===== src/include/serial_port_defs.svh =====
// Register indices, field positions, reset values and sampling counts of the serial port.
// Assumes a byte-addressed register port where each register sits at four times its index.
`ifndef SERIAL_PORT_DEFS_SVH
`define SERIAL_PORT_DEFS_SVH

// Register indices; the byte address is the index shifted left by two.
`define BAUD_DIVISOR_IDX  6'h09
`define CONTROL_IDX       6'h0a
`define STATUS_IDX        6'h0b
`define DATA_IDX          6'h0c
`define IRQ_STATUS_IDX    6'h0d
`define IRQ_CLEAR_IDX     6'h0e
`define IRQ_ENABLE_IDX    6'h0f

// Reset values.
`define BAUD_RESET        8'h00
`define CONTROL_RESET     8'h00
`define IRQ_ENABLE_RESET  8'h00

// Status and interrupt enable field positions.
`define STAT_RX_DONE_BIT  7
`define STAT_TXC_BIT      6
`define IRQ_GLOBAL_BIT    7

// Oversampling: sixteen ticks per bit, majority vote over ticks 7, 8 and 9.
`define LAST_TICK         4'hf
`define VOTE_FIRST        4'h7
`define VOTE_LAST         4'h9
`define LAST_BIT_8        4'h7
`define LAST_BIT_9        4'h8
`define STOP_IDX_8        4'h9
`define STOP_IDX_9        4'ha

`endif


===== src/include/serial_port_pkg.sv =====
// Types shared by the serial port control logic.
// Assumes nothing beyond a SystemVerilog compiler.
package serial_port_pkg;

   // Control register layout, bit 7 first.
   typedef struct packed {
      logic rx_irq_enable;
      logic txc_irq_enable;
      logic tx_empty_irq_enable;
      logic receiver_enable;
      logic transmitter_enable;
      logic nine_bit_char_select;
      logic rx_ninth_bit;
      logic tx_ninth_bit;
   } ctrl_t;

   // Sticky event bits, shared by the interrupt status, clear and enable registers.
   typedef struct packed {
      logic overrun;
      logic framing;
      logic tx_done;
      logic rx_done;
   } irq_bits_t;

   typedef enum logic [1:0] {
      rx_idle  = 2'b00,
      rx_start = 2'b01,
      rx_data  = 2'b10,
      rx_stop  = 2'b11
   } rx_state_t;

   typedef enum logic {
      tx_idle  = 1'b0,
      tx_shift = 1'b1
   } tx_state_t;

endpackage


===== src/logic/baud_tick_gen.sv =====
// Down-counter that divides the system clock into the sixteen-times bit rate tick.
// Assumes the divisor comes from a register on the same clock.
module baud_tick_gen #(
   parameter int unsigned DIV_W = 8
) (
   // Clock and reset.
   input  wire logic             clock,
   input  wire logic             rst_n,
   // Divisor and tick.
   input  wire logic [DIV_W-1:0] divisor,
   output logic                  tick
);

   logic [DIV_W-1:0] count_q;
   logic [DIV_W-1:0] count_d;
   logic             tick_d;

   // A new divisor is only picked up at a reload, so a write never shortens a period.
   always_comb begin
      tick_d = 1'b0;
      if (count_q == '0) begin
         count_d = divisor;
         tick_d  = 1'b1;
      end else begin
         count_d = count_q - {{(DIV_W-1){1'b0}}, 1'b1};
      end
   end

   // Registers only.
   always_ff @(posedge clock) begin
      if (!rst_n) begin
         count_q <= '0;
         tick    <= 1'b0;
      end else begin
         count_q <= count_d;
         tick    <= tick_d;
      end
   end

endmodule


===== src/logic/serial_port_ctrl.sv =====
// Control registers, baud generator, transmitter and receiver of an asynchronous serial port.
// Assumes a single-cycle register port master on the same clock and an asynchronous rxd pin.
//
// What this block does
// - Request the empty interrupt while enabled, globally enabled, and transmit buffer empty.
// - Receiver works only when enabled; otherwise complete, overrun, framing flags never set.
// - Disabling the receiver leaves already set flags untouched.
// - Transmitter accepts characters only while its enable bit is one.
// - Disabling the transmitter still finishes the shifting and the pending character.
// - Nine-bit select gives nine data bits, one start and one stop bit.
// - In nine-bit mode the received ninth bit reads in the control register.
// - In nine-bit mode the transmit ninth-bit field is sent as ninth bit.
// - Bit rate is clock over sixteen times divisor plus one.
// - The divisor is an eight-bit read/write register that resets to zero.
// - The receiver samples rxd at sixteen times the bit rate using the tick.
// - The received ninth bit loads when the character moves to the data register.
`include "serial_port_defs.svh"

module serial_port_ctrl (
   // Clock and reset.
   input  wire logic       clock,
   input  wire logic       rst_n,
   // Register port.
   input  wire logic [7:0] addr,
   input  wire logic [7:0] wdata,
   input  wire logic       wr,
   input  wire logic       rd,
   output logic      [7:0] rdata,
   // Serial pins.
   input  wire logic       rxd,
   output logic            txd,
   output logic            tx_owns_pin,
   // Interrupt.
   output logic            irq
);

   // Address decode.
   logic sel_baud;
   logic sel_ctrl;
   logic sel_stat;
   logic sel_data;
   logic sel_isr;
   logic sel_iclr;
   logic sel_ien;

   assign sel_baud = (addr == {`BAUD_DIVISOR_IDX, 2'b00});
   assign sel_ctrl = (addr == {`CONTROL_IDX, 2'b00});
   assign sel_stat = (addr == {`STATUS_IDX, 2'b00});
   assign sel_data = (addr == {`DATA_IDX, 2'b00});
   assign sel_isr  = (addr == {`IRQ_STATUS_IDX, 2'b00});
   assign sel_iclr = (addr == {`IRQ_CLEAR_IDX, 2'b00});
   assign sel_ien  = (addr == {`IRQ_ENABLE_IDX, 2'b00});

   // Register group state.
   serial_port_pkg::ctrl_t     ctrl_q;
   serial_port_pkg::ctrl_t     ctrl_d;
   logic [7:0]                 baud_q;
   logic [7:0]                 baud_d;
   logic [7:0]                 ien_q;
   logic [7:0]                 ien_d;
   serial_port_pkg::irq_bits_t isr_q;
   serial_port_pkg::irq_bits_t isr_d;
   serial_port_pkg::irq_bits_t events;
   logic [7:0]                 rdata_d;
   logic                       irq_d;

   // Transmitter state.
   serial_port_pkg::tx_state_t tx_state_q;
   serial_port_pkg::tx_state_t tx_state_d;
   logic [10:0]                tx_shift_q;
   logic [10:0]                tx_shift_d;
   logic [3:0]                 tx_tick_q;
   logic [3:0]                 tx_tick_d;
   logic [3:0]                 tx_bit_q;
   logic [3:0]                 tx_bit_d;
   logic [7:0]                 tx_buf_q;
   logic [7:0]                 tx_buf_d;
   logic                       buf_full_q;
   logic                       buf_full_d;
   logic                       txc_q;
   logic                       txc_d;
   logic                       txd_d;
   logic                       owns_d;
   logic                       tx_load;
   logic                       tx_done_ev;

   // Receiver state.
   serial_port_pkg::rx_state_t rx_state_q;
   serial_port_pkg::rx_state_t rx_state_d;
   logic [3:0]                 rx_tick_q;
   logic [3:0]                 rx_tick_d;
   logic [1:0]                 vote_q;
   logic [1:0]                 vote_d;
   logic [1:0]                 vote_n;
   logic                       majority;
   logic [3:0]                 rx_bit_q;
   logic [3:0]                 rx_bit_d;
   logic [8:0]                 rx_shift_q;
   logic [8:0]                 rx_shift_d;
   logic [7:0]                 rx_data_q;
   logic [7:0]                 rx_data_d;
   logic                       rxc_q;
   logic                       rxc_d;
   logic                       fe_q;
   logic                       fe_d;
   logic                       ovr_q;
   logic                       ovr_d;
   logic                       rx_xfer;
   logic                       rx_end;
   logic                       rxd_meta_q;
   logic                       rxd_s;
   logic                       tick;

   // Shared strobes.
   logic data_read;
   logic nine;

   assign data_read = rd && sel_data;
   assign nine      = ctrl_q.nine_bit_char_select;

   // Sixteen-times tick for both directions.
   baud_tick_gen #(
      .DIV_W (8)
   ) u_baud (
      .clock   (clock),
      .rst_n   (rst_n),
      .divisor (baud_q),
      .tick    (tick)
   );

   // Two-stage synchroniser on the asynchronous receive pin.
   always_ff @(posedge clock) begin
      if (!rst_n) begin
         rxd_meta_q <= 1'b1;
         rxd_s      <= 1'b1;
      end else begin
         rxd_meta_q <= rxd;
         rxd_s      <= rxd_meta_q;
      end
   end

   // Register writes, sticky interrupt bits, read mux and interrupt level.
   always_comb begin
      ctrl_d  = ctrl_q;
      baud_d  = baud_q;
      ien_d   = ien_q;
      rdata_d = 8'h00;
      if (wr && sel_ctrl) begin
         ctrl_d              = serial_port_pkg::ctrl_t'(wdata);
         ctrl_d.rx_ninth_bit = ctrl_q.rx_ninth_bit;
      end
      if (rx_xfer && nine) begin
         ctrl_d.rx_ninth_bit = rx_shift_q[8];
      end
      if (wr && sel_baud) begin
         baud_d = wdata;
      end
      if (wr && sel_ien) begin
         ien_d = wdata;
      end
      events.overrun = rx_end && rxc_q;
      events.framing = rx_end && !majority;
      events.tx_done = tx_done_ev;
      events.rx_done = rx_end;
      // A clear in the same cycle as an event loses, so no event goes unseen.
      isr_d = isr_q;
      if (wr && sel_iclr) begin
         isr_d = isr_q & ~serial_port_pkg::irq_bits_t'(wdata[3:0]);
      end
      isr_d = isr_d | events;
      if (rd) begin
         case (1'b1)
            sel_baud: rdata_d = baud_q;
            sel_ctrl: rdata_d = {ctrl_q[7:1], 1'b0};
            sel_stat: rdata_d = {rxc_q, txc_q, !buf_full_q, fe_q, ovr_q, 3'b000};
            sel_data: rdata_d = rx_data_q;
            sel_isr:  rdata_d = {4'h0, isr_q};
            sel_ien:  rdata_d = ien_q;
            default:  rdata_d = 8'h00;
         endcase
      end
      irq_d = ien_q[`IRQ_GLOBAL_BIT] &&
              ((ctrl_q.tx_empty_irq_enable && !buf_full_q) ||
               (ctrl_q.rx_irq_enable && rxc_q) ||
               (ctrl_q.txc_irq_enable && txc_q) ||
               (|(isr_q & ien_q[3:0])));
   end

   // Registers only.
   always_ff @(posedge clock) begin
      if (!rst_n) begin
         ctrl_q <= serial_port_pkg::ctrl_t'(`CONTROL_RESET);
         baud_q <= `BAUD_RESET;
         ien_q  <= `IRQ_ENABLE_RESET;
         isr_q  <= '0;
         rdata  <= 8'h00;
         irq    <= 1'b0;
      end else begin
         ctrl_q <= ctrl_d;
         baud_q <= baud_d;
         ien_q  <= ien_d;
         isr_q  <= isr_d;
         rdata  <= rdata_d;
         irq    <= irq_d;
      end
   end

   // Transmitter: one holding byte plus an eleven-bit shift register, LSB first.
   always_comb begin
      tx_state_d = tx_state_q;
      tx_shift_d = tx_shift_q;
      tx_tick_d  = tx_tick_q;
      tx_bit_d   = tx_bit_q;
      tx_buf_d   = tx_buf_q;
      txc_d      = txc_q;
      tx_load    = 1'b0;
      tx_done_ev = 1'b0;
      if (wr && sel_stat && wdata[`STAT_TXC_BIT]) begin
         txc_d = 1'b0;
      end
      case (tx_state_q)
         serial_port_pkg::tx_idle: begin
            tx_load = buf_full_q;
         end
         serial_port_pkg::tx_shift: begin
            if (tick) begin
               tx_tick_d = tx_tick_q + 4'h1;
               if (tx_tick_q == `LAST_TICK) begin
                  tx_shift_d = {1'b1, tx_shift_q[10:1]};
                  tx_bit_d   = tx_bit_q + 4'h1;
                  if (tx_bit_q == (nine ? `STOP_IDX_9 : `STOP_IDX_8)) begin
                     if (buf_full_q) begin
                        tx_load = 1'b1;
                     end else begin
                        tx_state_d = serial_port_pkg::tx_idle;
                        if (ctrl_q.receiver_enable) begin
                           tx_done_ev = 1'b1;
                           txc_d      = 1'b1;
                        end
                     end
                  end
               end
            end
         end
         default: begin
            tx_state_d = serial_port_pkg::tx_idle;
         end
      endcase
      if (tx_load) begin
         tx_state_d = serial_port_pkg::tx_shift;
         tx_shift_d = {1'b1, (nine ? ctrl_q.tx_ninth_bit : 1'b1), tx_buf_q, 1'b0};
         tx_tick_d  = 4'h0;
         tx_bit_d   = 4'h0;
      end
      // Writes are taken only while enabled; a write during a load refills the buffer.
      buf_full_d = buf_full_q && !tx_load;
      if (wr && sel_data && ctrl_q.transmitter_enable) begin
         tx_buf_d   = wdata;
         buf_full_d = 1'b1;
      end
      txd_d  = (tx_state_d == serial_port_pkg::tx_shift) ? tx_shift_d[0] : 1'b1;
      owns_d = ctrl_q.transmitter_enable || buf_full_d ||
               (tx_state_d == serial_port_pkg::tx_shift);
   end

   // Registers only.
   always_ff @(posedge clock) begin
      if (!rst_n) begin
         tx_state_q  <= serial_port_pkg::tx_idle;
         tx_shift_q  <= '1;
         tx_tick_q   <= 4'h0;
         tx_bit_q    <= 4'h0;
         tx_buf_q    <= 8'h00;
         buf_full_q  <= 1'b0;
         txc_q       <= 1'b0;
         txd         <= 1'b1;
         tx_owns_pin <= 1'b0;
      end else begin
         tx_state_q  <= tx_state_d;
         tx_shift_q  <= tx_shift_d;
         tx_tick_q   <= tx_tick_d;
         tx_bit_q    <= tx_bit_d;
         tx_buf_q    <= tx_buf_d;
         buf_full_q  <= buf_full_d;
         txc_q       <= txc_d;
         txd         <= txd_d;
         tx_owns_pin <= owns_d;
      end
   end

   // Receiver: start detection, majority vote and transfer to the data register.
   always_comb begin
      rx_state_d = rx_state_q;
      rx_tick_d  = rx_tick_q;
      vote_d     = vote_q;
      rx_bit_d   = rx_bit_q;
      rx_shift_d = rx_shift_q;
      rx_data_d  = rx_data_q;
      rxc_d      = rxc_q;
      fe_d       = fe_q;
      ovr_d      = ovr_q;
      rx_xfer    = 1'b0;
      rx_end     = 1'b0;
      vote_n     = vote_q + {1'b0, (rx_tick_q >= `VOTE_FIRST) &&
                                   (rx_tick_q <= `VOTE_LAST) && rxd_s};
      majority   = vote_n[1];
      if (data_read) begin
         rxc_d = 1'b0;
      end
      // Dropping the enable only stops the state machine; the flags keep their values.
      if (!ctrl_q.receiver_enable) begin
         rx_state_d = serial_port_pkg::rx_idle;
      end else if (tick) begin
         rx_tick_d = rx_tick_q + 4'h1;
         vote_d    = (rx_tick_q == `LAST_TICK) ? 2'b00 : vote_n;
         case (rx_state_q)
            serial_port_pkg::rx_idle: begin
               rx_tick_d = 4'h1;
               vote_d    = 2'b00;
               if (!rxd_s) begin
                  rx_state_d = serial_port_pkg::rx_start;
               end
            end
            serial_port_pkg::rx_start: begin
               // Two ones among the three middle samples mark a noise spike.
               if ((rx_tick_q == `VOTE_LAST) && majority) begin
                  rx_state_d = serial_port_pkg::rx_idle;
               end else if (rx_tick_q == `LAST_TICK) begin
                  rx_state_d = serial_port_pkg::rx_data;
                  rx_bit_d   = 4'h0;
               end
            end
            serial_port_pkg::rx_data: begin
               if (rx_tick_q == `VOTE_LAST) begin
                  rx_shift_d = {majority, rx_shift_q[8:1]};
               end
               if (rx_tick_q == `LAST_TICK) begin
                  rx_bit_d = rx_bit_q + 4'h1;
                  if (rx_bit_q == (nine ? `LAST_BIT_9 : `LAST_BIT_8)) begin
                     rx_state_d = serial_port_pkg::rx_stop;
                  end
               end
            end
            serial_port_pkg::rx_stop: begin
               // Ending at the stop bit middle leaves half a bit to catch the next start.
               if (rx_tick_q == `VOTE_LAST) begin
                  rx_state_d = serial_port_pkg::rx_idle;
                  rx_end     = 1'b1;
                  fe_d       = !majority;
                  ovr_d      = rxc_q;
                  if (!rxc_q) begin
                     rx_xfer   = 1'b1;
                     rx_data_d = nine ? rx_shift_q[7:0] : rx_shift_q[8:1];
                  end
                  rxc_d = 1'b1;
               end
            end
            default: begin
               rx_state_d = serial_port_pkg::rx_idle;
            end
         endcase
      end
   end

   // Registers only.
   always_ff @(posedge clock) begin
      if (!rst_n) begin
         rx_state_q <= serial_port_pkg::rx_idle;
         rx_tick_q  <= 4'h0;
         vote_q     <= 2'b00;
         rx_bit_q   <= 4'h0;
         rx_shift_q <= 9'h000;
         rx_data_q  <= 8'h00;
         rxc_q      <= 1'b0;
         fe_q       <= 1'b0;
         ovr_q      <= 1'b0;
      end else begin
         rx_state_q <= rx_state_d;
         rx_tick_q  <= rx_tick_d;
         vote_q     <= vote_d;
         rx_bit_q   <= rx_bit_d;
         rx_shift_q <= rx_shift_d;
         rx_data_q  <= rx_data_d;
         rxc_q      <= rxc_d;
         fe_q       <= fe_d;
         ovr_q      <= ovr_d;
      end
   end

endmodule


===== config.mk =====
export PLATFORM = sky130hd
export DESIGN_NAME = serial_port_ctrl
export DESIGN_NICKNAME = d
export VERILOG_FILES = /design/src/include/serial_port_pkg.sv /design/src/logic/baud_tick_gen.sv /design/src/logic/serial_port_ctrl.sv
export VERILOG_INCLUDE_DIRS = /design/src /design/src/include
export SDC_FILE = /design/constraint.sdc
export NUM_CORES = 1
export LEC_CHECK = 0
export ABC_CLOCK_PERIOD_IN_PS = 3000
export CORE_ASPECT_RATIO = 0.5
export CORE_MARGIN = 2
export CORE_UTILIZATION = 35
export CTS_CLUSTER_SIZE = 24
export DETAILED_ROUTE_END_ITERATION = 12
export DONT_BUFFER_PORTS = 1
export HOLD_SLACK_MARGIN = 0.1
export PLACE_DENSITY = 0.56
export SETUP_SLACK_MARGIN = 0.3
export SLEW_MARGIN = 20
export SYNTH_ARGS = -nofsm -noshare
export SYNTH_HDL_FRONTEND = slang
export SYNTH_HIERARCHICAL = 1
export SYNTH_SLANG_ARGS = --single-unit

===== constraint.sdc =====
create_clock -name clock -period 3 [get_ports clock]
set_clock_uncertainty 0.05 [all_clocks]
set_input_delay 0.45 -clock clock [delete_from_list [all_inputs] [get_ports clock]]
set_output_delay 0.45 -clock clock [all_outputs]
set_load 0.01 [all_outputs]

======== Word-level counts from Yosys, hierarchy flattened ========
Cells that the tools add are included.
operators by class
  equality and inequality tests ........... 22
  multiplexer cells ....................... 70
  bitwise operators ....................... 7
  reduce and logical (&&, ||, !) cells .... 48
  add/subtract/negate cells ............... 6
  order comparisons ....................... 2
operators by type and width
  kind                   count
  $mux W8                8
  $eq A8 B6 Y1 const B   7
  $mux W1                40
  $mux W10               4
  $mux W4                6
  $logic_and A1 B1 Y1    20
  $mux W2                9
  $add A4 B1 Y4 const B  4
  $eq A4 B4 Y1 const B   3
  $ne A2 B2 Y1 const B   6
  $reduce_and A6 Y1      2
  $reduce_and A2 Y1      5
  $and A4 B4 Y4          2
  $eq A4 B4 Y1           2
  $logic_not A8 Y1       1
  $pmux W2 S4            1
  $pmux W4 S2            1
  $reduce_and A4 Y1      2
  $reduce_bool A2 Y1     4
  $sub A8 B1 Y8 const B  1
  $reduce_and A3 Y1      2
  $logic_or A1 B1 Y1     5
  $reduce_and A5 Y1      1
  $eq A2 B2 Y1 const B   2
  13 further kinds       17
storage, ports and cells
  output and inout bits ................... 11
  flip-flop bits (word level) ............. 111

======== Depth between registers and ports, before layout ========
Gate-level depths: netlist of run 1.
  depth in word-level cells ............... 11
  gate-level depth with buffers ........... 11
  depth with buffers taken out ............ 11

======== Cells and area by module ========
The synthesis of run 1 kept the hierarchy.
modules (own cells, without submodules)
  module            area an instance (µm²)  cells an instance  instances
  serial_port_ctrl  4712.0                  534                1
  baud_tick_gen     488.0                   55                 1

======== Least setup slack after synthesis of run 1 ========
No wires, ideal clock.
  path type ............................... flip-flop to flip-flop
  start point ............................. reg rx_tick_q[0]
  end point ............................... reg rx_state_q[0]
  buffers on the path ..................... 0
  stages on the path, launching flop included .. 12
  period minus slack after synthesis ...... 2.247 ns
  setup slack ............................. 0.753 ns
  arrival time ............................ 2.106 ns
  required time ........................... 2.859 ns
  cell sequence ........................... dfxtp_1 -> inv_1 -> ha_1 -> o21ai_0 -> o21ai_0 -> and2_1 -> ha_1 -> xor2_1 -> a211oi_1 -> a211oi_1 -> a31oi_1 -> a311oi_1
on the way
  longest elaborated chain between the ends .. 7
  elaborated cells on any way between the ends .. 14
RTL lines
  element                                                            RTL line                 source
  start: declaration                                                 serial_port_ctrl.sv:90   logic [3:0] rx_tick_q;
  start signal: assignment                                           serial_port_ctrl.sv:379  rx_tick_q <= rx_tick_d;
  $ge A4 B3 Y1 (no line) / $le A4 B4 Y1 (equally long branches)      -
  $logic_and A1 B1 Y1 (2 in series)                                  serial_port_ctrl.sv:304  vote_n = vote_q + {1'b0, (rx_tick_q >= `VOTE_FIRST) &&
  $add A2 B1 Y2                                                      serial_port_ctrl.sv:304
  $logic_and A1 B1 Y1                                                serial_port_ctrl.sv:326  if ((rx_tick_q == `VOTE_LAST) && majority) begin
  $ne A3 B3 Y1 (no line) / $mux W2 (equally long branches)           -
  $reduce_and A6 Y1 (no line) / $pmux W2 S4 (equally long branches)  -
  end signal: assignment                                             serial_port_ctrl.sv:368  rx_state_q <= serial_port_pkg::rx_idle;
  end signal: assignment                                             serial_port_ctrl.sv:378  rx_state_q <= rx_state_d;
  end: declaration                                                   serial_port_ctrl.sv:88   serial_port_pkg::rx_state_t rx_state_q;
Several ways; a longest one is shown, not always the timed one.
A chain may end at the register's enable or synchronous reset.

======== Final worst setup path of run 1 ========
  start point ............................. reg rx_tick_q[1]
  end point ............................... reg rx_state_q[0]
The elaborated chain is that of the path after synthesis.

==> results of run 1 <==
logic make-up after synthesis:
group | synth area share
muxes | 0.0520
AOI/OAI and AO/OA | 0.221
xor gates and xnor gates | 0.0185
adders and majority gates | 0.0217
and+or+nand+nor | 0.221
DFF | 0.427
buffers and inverters | 0.0387
metal layers:
layer / track usage / vias to the layer above
li1: - / 2067
met5: 0 / -
met2: 0.236 / 86
met4: 0.0420 / 0
met3: 0.0448 / 9
met1: 0.224 / 1882
state kept, by name, indices dropped and copies added (netlist names), 7 cells and up, named ones only:
| register | cells |
|---|---|
| rdata | 8 |
| ctrl_q | 7 |
| rx_shift_q | 9 |
| tx_buf_q | 8 |
| ien_q | 8 |
| tx_shift_q | 10 |
| rx_data_q | 8 |
| baud_q | 8 |
| u_baud/count_q | 8 |
how the worst max path moves through the flow:
stage	slack [ns]	depth (start not counted)	from	endpoint
detailed placement	0.49	11	rx_tick_q[0]	rx_state_q[0]
floorplan	0.75	11	rx_tick_q[0]	rx_state_q[0]
global route	0.33	11	rx_tick_q[1]	rx_state_q[0]
global placement	0.60	11	rx_tick_q[0]	rx_state_q[0]
finish	0.62	11	rx_tick_q[1]	rx_state_q[0]
CTS	0.44	11	rx_tick_q[0]	rx_state_q[0]
final cells by class:
class                      instances  share of cell area
clock buffer                      11              0.0448
timing repair buffer               5             0.00665
sequential                       111               0.394
tap                              198              0.0439
inverter                          13             0.00865
clock inverter                     5             0.00754
multi-input combinational        431               0.494
power groups by stage:
| stage | Clock, mW | Sequential [mW] | Combinational, mW |
|---|---|---|---|
| 2_1_floorplan | 0 | 1.60 | 0.367 |
| 3_3_place_gp | 0 | 1.61 | 0.377 |
| 3_5_place_dp | 0 | 1.61 | 0.380 |
| 4_1_cts | 1.21 | 1.58 | 0.383 |
| 5_1_grt | 1.26 | 1.59 | 0.441 |
| 6_report | 1.17 | 1.58 | 0.380 |
Yosys cell counts, types with 4 or more instances:
cell        n  area [sq um]
mux2i_1    27           270
a211oi_1   12          90.1
a31oi_1     5          31.3
nand4_1     5          31.3
a221o_1     8          80.1
and2_1      7          43.8
o211a_1     9          90.1
a21boi_1   20           150
nand3b_1    4          30.0
xnor2_1     7          61.3
nor2b_1    22           138
nor2_1     29           109
xor2_1      4          35.0
o31ai_1     5          37.5
a21oi_1    17          85.1
ha_1        9           113
clkbuf_1   24          90.1
buf_2       8          40.0
and3_1      9          56.3
o21ai_1    12          60.1
o21a_1      5          37.5
dfxtp_1   111          2220
nand2b_1   12          75.1
nand2_1    98           368
o21ai_0    15          75.1
nand3_1    17          85.1
inv_1      11          41.3
a22oi_1     6          45.0
nor3_1     10          50.1
repair_timing:
action	4_1_cts	5_1_grt
setup buffers	0	0
resized for setup	0	3
setup endpoints to repair	0	1
per-stage QoR:
stage | utilization | cell area, sq um | hold slack [ns] | setup slack, ns
floorplan | - | 5200 | 0.336 | 0.753
global placement | 0.368 | 5330 | 0.339 | 0.599
detailed placement | 0.368 | 5330 | 0.354 | 0.492
CTS | 0.388 | 5630 | 0.130 | 0.441
global route | 0.389 | 5640 | 0.131 | 0.335
finish | 0.389 | 5640 | 0.141 | 0.617
==> flow_metrics.py, run 1 <==
metrics = {
    "critical_path": {
        "path_buf_inv": 1,
        "reg2reg_from": "rx_tick_q[1]",
        "critPathCaptureType": "flip-flop",
        "crit_fanout": 5,
        "required_ns": 3.21,
        "r2r.worst_path.cells": 11,
        "path_class": "reg -> reg",
        "arrival_ns": 2.59,
        "crit_family": "compound AO/OA/AOI/OAI gates",
        "cp_cell_sequence": "inv_1 -> ha_1 -> o21ai_0 -> o21ai_0 -> and2_1 -> ha_1 -> xor2_2 -> a211oi_1 -> a211oi_2 -> a31oi_1 -> a311oi_1",
        "r2r_end": "rx_state_q[0]",
        "slowest_stage": "dfxtp_1",
        "critPathLaunchType": "flip-flop",
        "reg2reg_slack_ns": 0.62,
        "crit_path_max_incr_delay_ns": 0.40,
    },
    "layout": {
        "fill_cells": 1500,
        "multi_input_area_sq_um": 2790,
        "nets": 601,
        "antennaDiodeCount": 0,
        "seq_area_sq_um": 2220,
        "drive_above_1_share": 0.0642,
        "final_cell_mix": "dfxtp_1, nand2_1, nor2_1, mux2i_1, nor2b_1",
        "syn2layout_area_growth_pct": 8.49,
        "fin_cells": 774,
        "mostFrequentLayoutCell": "dfxtp_1",
    },
    "route": {
        "route.detailed.drc": 0,
        "first_pass_iters": 6,
        "first_iter_violations": 267,
        "wl_met3_um": 657,
        "via_per_inst": 5.22,
        "dr_wl_met2_mm": 5.17,
        "top_layer": "met4",
        "wire_per_inst_um": 15.6,
        "vias": 4044,
        "drt-met1-wl_mm": 6.15,
        "antenna_left": 0,
        "wl_mm": 12.1,
    },
    "synth": {
        "async_flop_share": 0,
        "yosysUniqueCellTypes": 69,
        "synth_flop_cell": "dfxtp_1",
        "syn_avg_cell_area_sq_um": 8.83,
        "ys_ff_latch": 111,
        "synthCells": 589,
        "synth_nets": 619,
        "synth.cell_area_sq_um": 5200,
        "ys_seq_area_frac": 0.427,
        "ys.warnings.count": 6,
        "synth_edf_count": 0,
    },
    "placement": {
        "dp_hpwl_mm": 8.38,
        "place_congestion": 0.829,
        "dp_cells": 758,
        "portBuffers": 0,
    },
    "timing": {
        "min_period_ns": 2.38,
        "drv_slew": 0,
        "fin_crit_sh": 0.794,
        "rsz0062_at_grt": "false",
        "timing.fmax_mhz": 420,
        "tightest_slew_ns": 0.509,
        "tns_ns": 0,
        "finalSetupViolCount": 0,
        "final_hold_viol_count": 0,
        "relSlewSlack": 0.661,
    },
    "die": {
        "die_h_um": 90.2,
        "initial_core_util": 0.358,
        "die_width_um": 176,
        "die_area_sq_um": 15900,
        "core-area_sq_um": 14500,
        "ios": 32,
        "row_count": 31,
    },
    "global_route": {
        "antenna_found_initial": 0,
        "grt-ovfl-total": 0,
        "grt_pass1_vias": 3744,
        "grt_max_degree": 103,
        "track_usage": 0.159,
        "grt_pass1_wl_mm": 19.9,
    },
    "power_and_ir_drop": {
        "p_per_area_nw_per_um2": 556,
        "total_power_mw": 3.13,
        "leakage_nw": 2.01,
        "p_int_mw": 2.32,
        "pwr-share-comb": 0.121,
        "p_clk_frac": 0.375,
        "pwr-share-seq": 0.504,
        "power.switching_mw": 0.817,
        "netSwitchingFraction": 0.261,
        "ir_drop_mv": 0.233,
    },
    "clock_network": {
        "clk_pin_slew_worst_paths_ns": 0.07,
        "h-tree-depth": 3,
        "clk_path_buf_depth": 2,
        "cts_buffers": 9,
        "cts.sinks": 111,
        "ctsHoldBuffers": 0,
        "root_buffer": "clkbuf_16",
        "cts_tree": "done",
        "clk_latency_ns": 0.35,
    },
    "status": {
        "outcome": "completed",
    },
    "worst_hold_path": {
        "min_from": "addr[4]",
        "hold_path_class": "in -> reg",
        "min_to": "rdata[2]",
        "holdPathStages": 1,
    },
    "job": {
        "cap_violations": 0,
    },
}
Power figures use the tool's default switching activity.
==> inputs of run 2 (changes only) <==
ABC_CLOCK_PERIOD_IN_PS = 2400   (was 3000)
clock period = 2.4 ns   (was 3 ns; I/O delays follow)
==> run 2 against run 1 <==
Effect of this change: clock power up 24%; non-clock buffer count up 29; sequential cell count unchanged; highest routed layer unchanged.
==> flow_metrics.py, run 2 (same netlist as run 1, synthesis figures left out) <==
metrics = {
    "clock_network": {
        "root_buffer": "clkbuf_16",
        "cts.sinks": 111,
        "clk_latency_ns": 0.35,
        "clk_path_buf_depth": 2,
        "cts_buffers": 9,
        "h-tree-depth": 3,
        "cts_tree": "done",
        "clk_pin_slew_worst_paths_ns": 0.08,
    },
    "die": {
        "die_width_um": 176,
        "initial_core_util": 0.358,
        "ios": 32,
        "row_count": 31,
        "core-area_sq_um": 14500,
        "die_area_sq_um": 15900,
        "die_h_um": 90.2,
    },
    "worst_hold_path": {
        "min_from": "wdata[0]",
        "hold_path_class": "in -> reg",
    },
    "layout": {
        "fin_cells": 803,
        "syn2layout_area_growth_pct": 14.6,
        "mostFrequentLayoutCell": "dfxtp_1",
        "fill_cells": 1466,
        "largest_reg_flops": 10,
        "max_flop_register": "tx_shift_q",
        "antennaDiodeCount": 0,
        "seq_area_sq_um": 2230,
        "nets": 630,
        "reg_top3": "tx_shift_q (10), rx_shift_q (9)",
        "final_cell_mix": "dfxtp_1, nand2_1, nor2_1, mux2i_1, nor2b_1",
        "multi_input_area_sq_um": 2860,
        "drive_above_1_share": 0.106,
    },
    "critical_path": {
        "startpoint": "rx_tick_q[0]",
        "reg2reg_from": "rx_tick_q[0]",
        "path_buf_inv": 1,
        "arrival_ns": 2.29,
        "path_class": "reg -> reg",
        "critPathLaunchType": "flip-flop",
        "critPathCaptureType": "flip-flop",
        "required_ns": 2.59,
        "crit_path_max_incr_delay_ns": 0.39,
        "cp_cell_sequence": "inv_2 -> ha_2 -> o21ai_2 -> o21ai_1 -> and2_4 -> ha_4 -> xor2_4 -> a21o_1 -> a211oi_2 -> xnor2_1 -> nor2_1",
        "crit_fanout": 5,
        "slowest_stage": "dfxtp_4",
        "crit_family": "compound AO/OA/AOI/OAI gates",
    },
    "power_and_ir_drop": {
        "p_per_area_nw_per_um2": 662,
        "leakage_nw": 2.14,
        "ir_drop_mv": 0.356,
    },
    "status": {
        "outcome": "completed",
    },
    "route": {
        "wl_mm": 12.9,
        "wire_per_inst_um": 16.1,
        "via_per_inst": 5.22,
        "first_pass_iters": 5,
        "first_iter_violations": 362,
        "route.detailed.drc": 0,
        "vias": 4190,
        "antenna_left": 0,
    },
    "timing": {
        "tightest_slew_ns": 0.736,
        "hold_ws_ns": 0.106,
        "drv_slew": 0,
        "final_hold_viol_count": 0,
        "rsz0062_at_grt": "true",
        "timing.fmax_mhz": 476,
        "min_period_ns": 2.10,
        "tns_ns": 0,
        "relSlewSlack": 0.507,
        "finalSetupViolCount": 0,
        "fin_crit_sh": 0.875,
    },
    "placement": {
        "dp_cells": 766,
        "dp_hpwl_mm": 8.43,
        "portBuffers": 0,
        "place_congestion": 0.801,
    },
    "global_route": {
        "antenna_found_initial": 0,
        "track_usage": 0.168,
        "grt-ovfl-total": 0,
        "grt_max_degree": 92,
        "grt_pass1_wl_mm": 21.1,
        "grt_pass1_vias": 3980,
    },
    "job": {
        "cap_violations": 0,
    },
}
-- run 2: cell count changes in the layout (fill, tap and decap cells not counted), moves of 2 or more --
cell / change
ha_1: -3
a211oi_1: -2
inv_1: -2
buf_4: +14
inv_2: +2
dlygate4sd3_1: +15
a21oi_1: -2
o21ai_0: -2
a21oi_2: +2
clkinv_2: +2
ha_4: +2
a211oi_2: +2
clkinv_4: -3
-- run 2: final timing paths --
check                              endpoint  slack, ns  depth (start not counted)
worst min-delay path              baud_q[0]       0.11                          2
worst max-delay path            rx_bit_q[3]       0.30                         11
worst min register to register        rxd_s       0.36                          1
worst max register to register  rx_bit_q[3]       0.30                         11
-- run 2: power breakdown --
part	total (mW)	internal, mW	switching, mW
sequential	1.98	1.90	0.0771
clock	1.45	0.739	0.707
combinational	0.516	0.242	0.274
-- run 2: per-stage QoR --
| stage | cell area [sq um] | utilization | total power, mW | setup slack [ns] |
|---|---|---|---|---|
| 3_5_place_dp | 5410 | 0.373 | 2.50 | 0.0493 |
| 2_1_floorplan | 5210 | - | 2.45 | 0.272 |
| 6_report | 5960 | 0.411 | 3.94 | 0.300 |
| 3_3_place_gp | 5410 | 0.373 | 2.49 | 0.166 |
| 5_1_grt | 5960 | 0.411 | 4.12 | 0.204 |
| 4_1_cts | 5900 | 0.406 | 3.96 | 0.319 |
-- run 2: timing repair --
item / CTS / global route
pin swaps: 9 / 9
hold endpoints to repair: 39 / 1
setup endpoints to repair: 5 / 26
resized for setup: 8 / 11
hold buffers: 13 / 2
setup buffers: 5 / 1
-- run 2: cell type report --
| type | count | share of cell area |
|---|---|---|
| clock buffer | 10 | 0.0401 |
| clock inverter | 6 | 0.00756 |
| inverter | 13 | 0.00819 |
| multi-input combinational | 431 | 0.480 |
| sequential | 111 | 0.374 |
| tap | 198 | 0.0416 |
| timing repair buffer | 34 | 0.0491 |
-- run 2: layer usage --
layer / up-vias / share of wire / global-route usage / wire length [um]
li1: 2128 / - / - / -
met5: - / 0 / 0 / 0
met2: 58 / 0.45 / 0.265 / 5770
met3: 11 / 0.036 / 0.0364 / 470
met4: 0 / 0.011 / 0.0386 / 136
met1: 1993 / 0.51 / 0.235 / 6550
-- run 2: worst register-to-register path, stage by stage, from the launching register on --
cell and delay (ns):
dfxtp_4 0.39, inv_2 0.04, ha_2 0.17, o21ai_2 0.11, o21ai_1 0.08, and2_4 0.16, ha_4 0.17, xor2_4 0.19
a21o_1 0.24, a211oi_2 0.21, xnor2_1 0.14, nor2_1 0.05
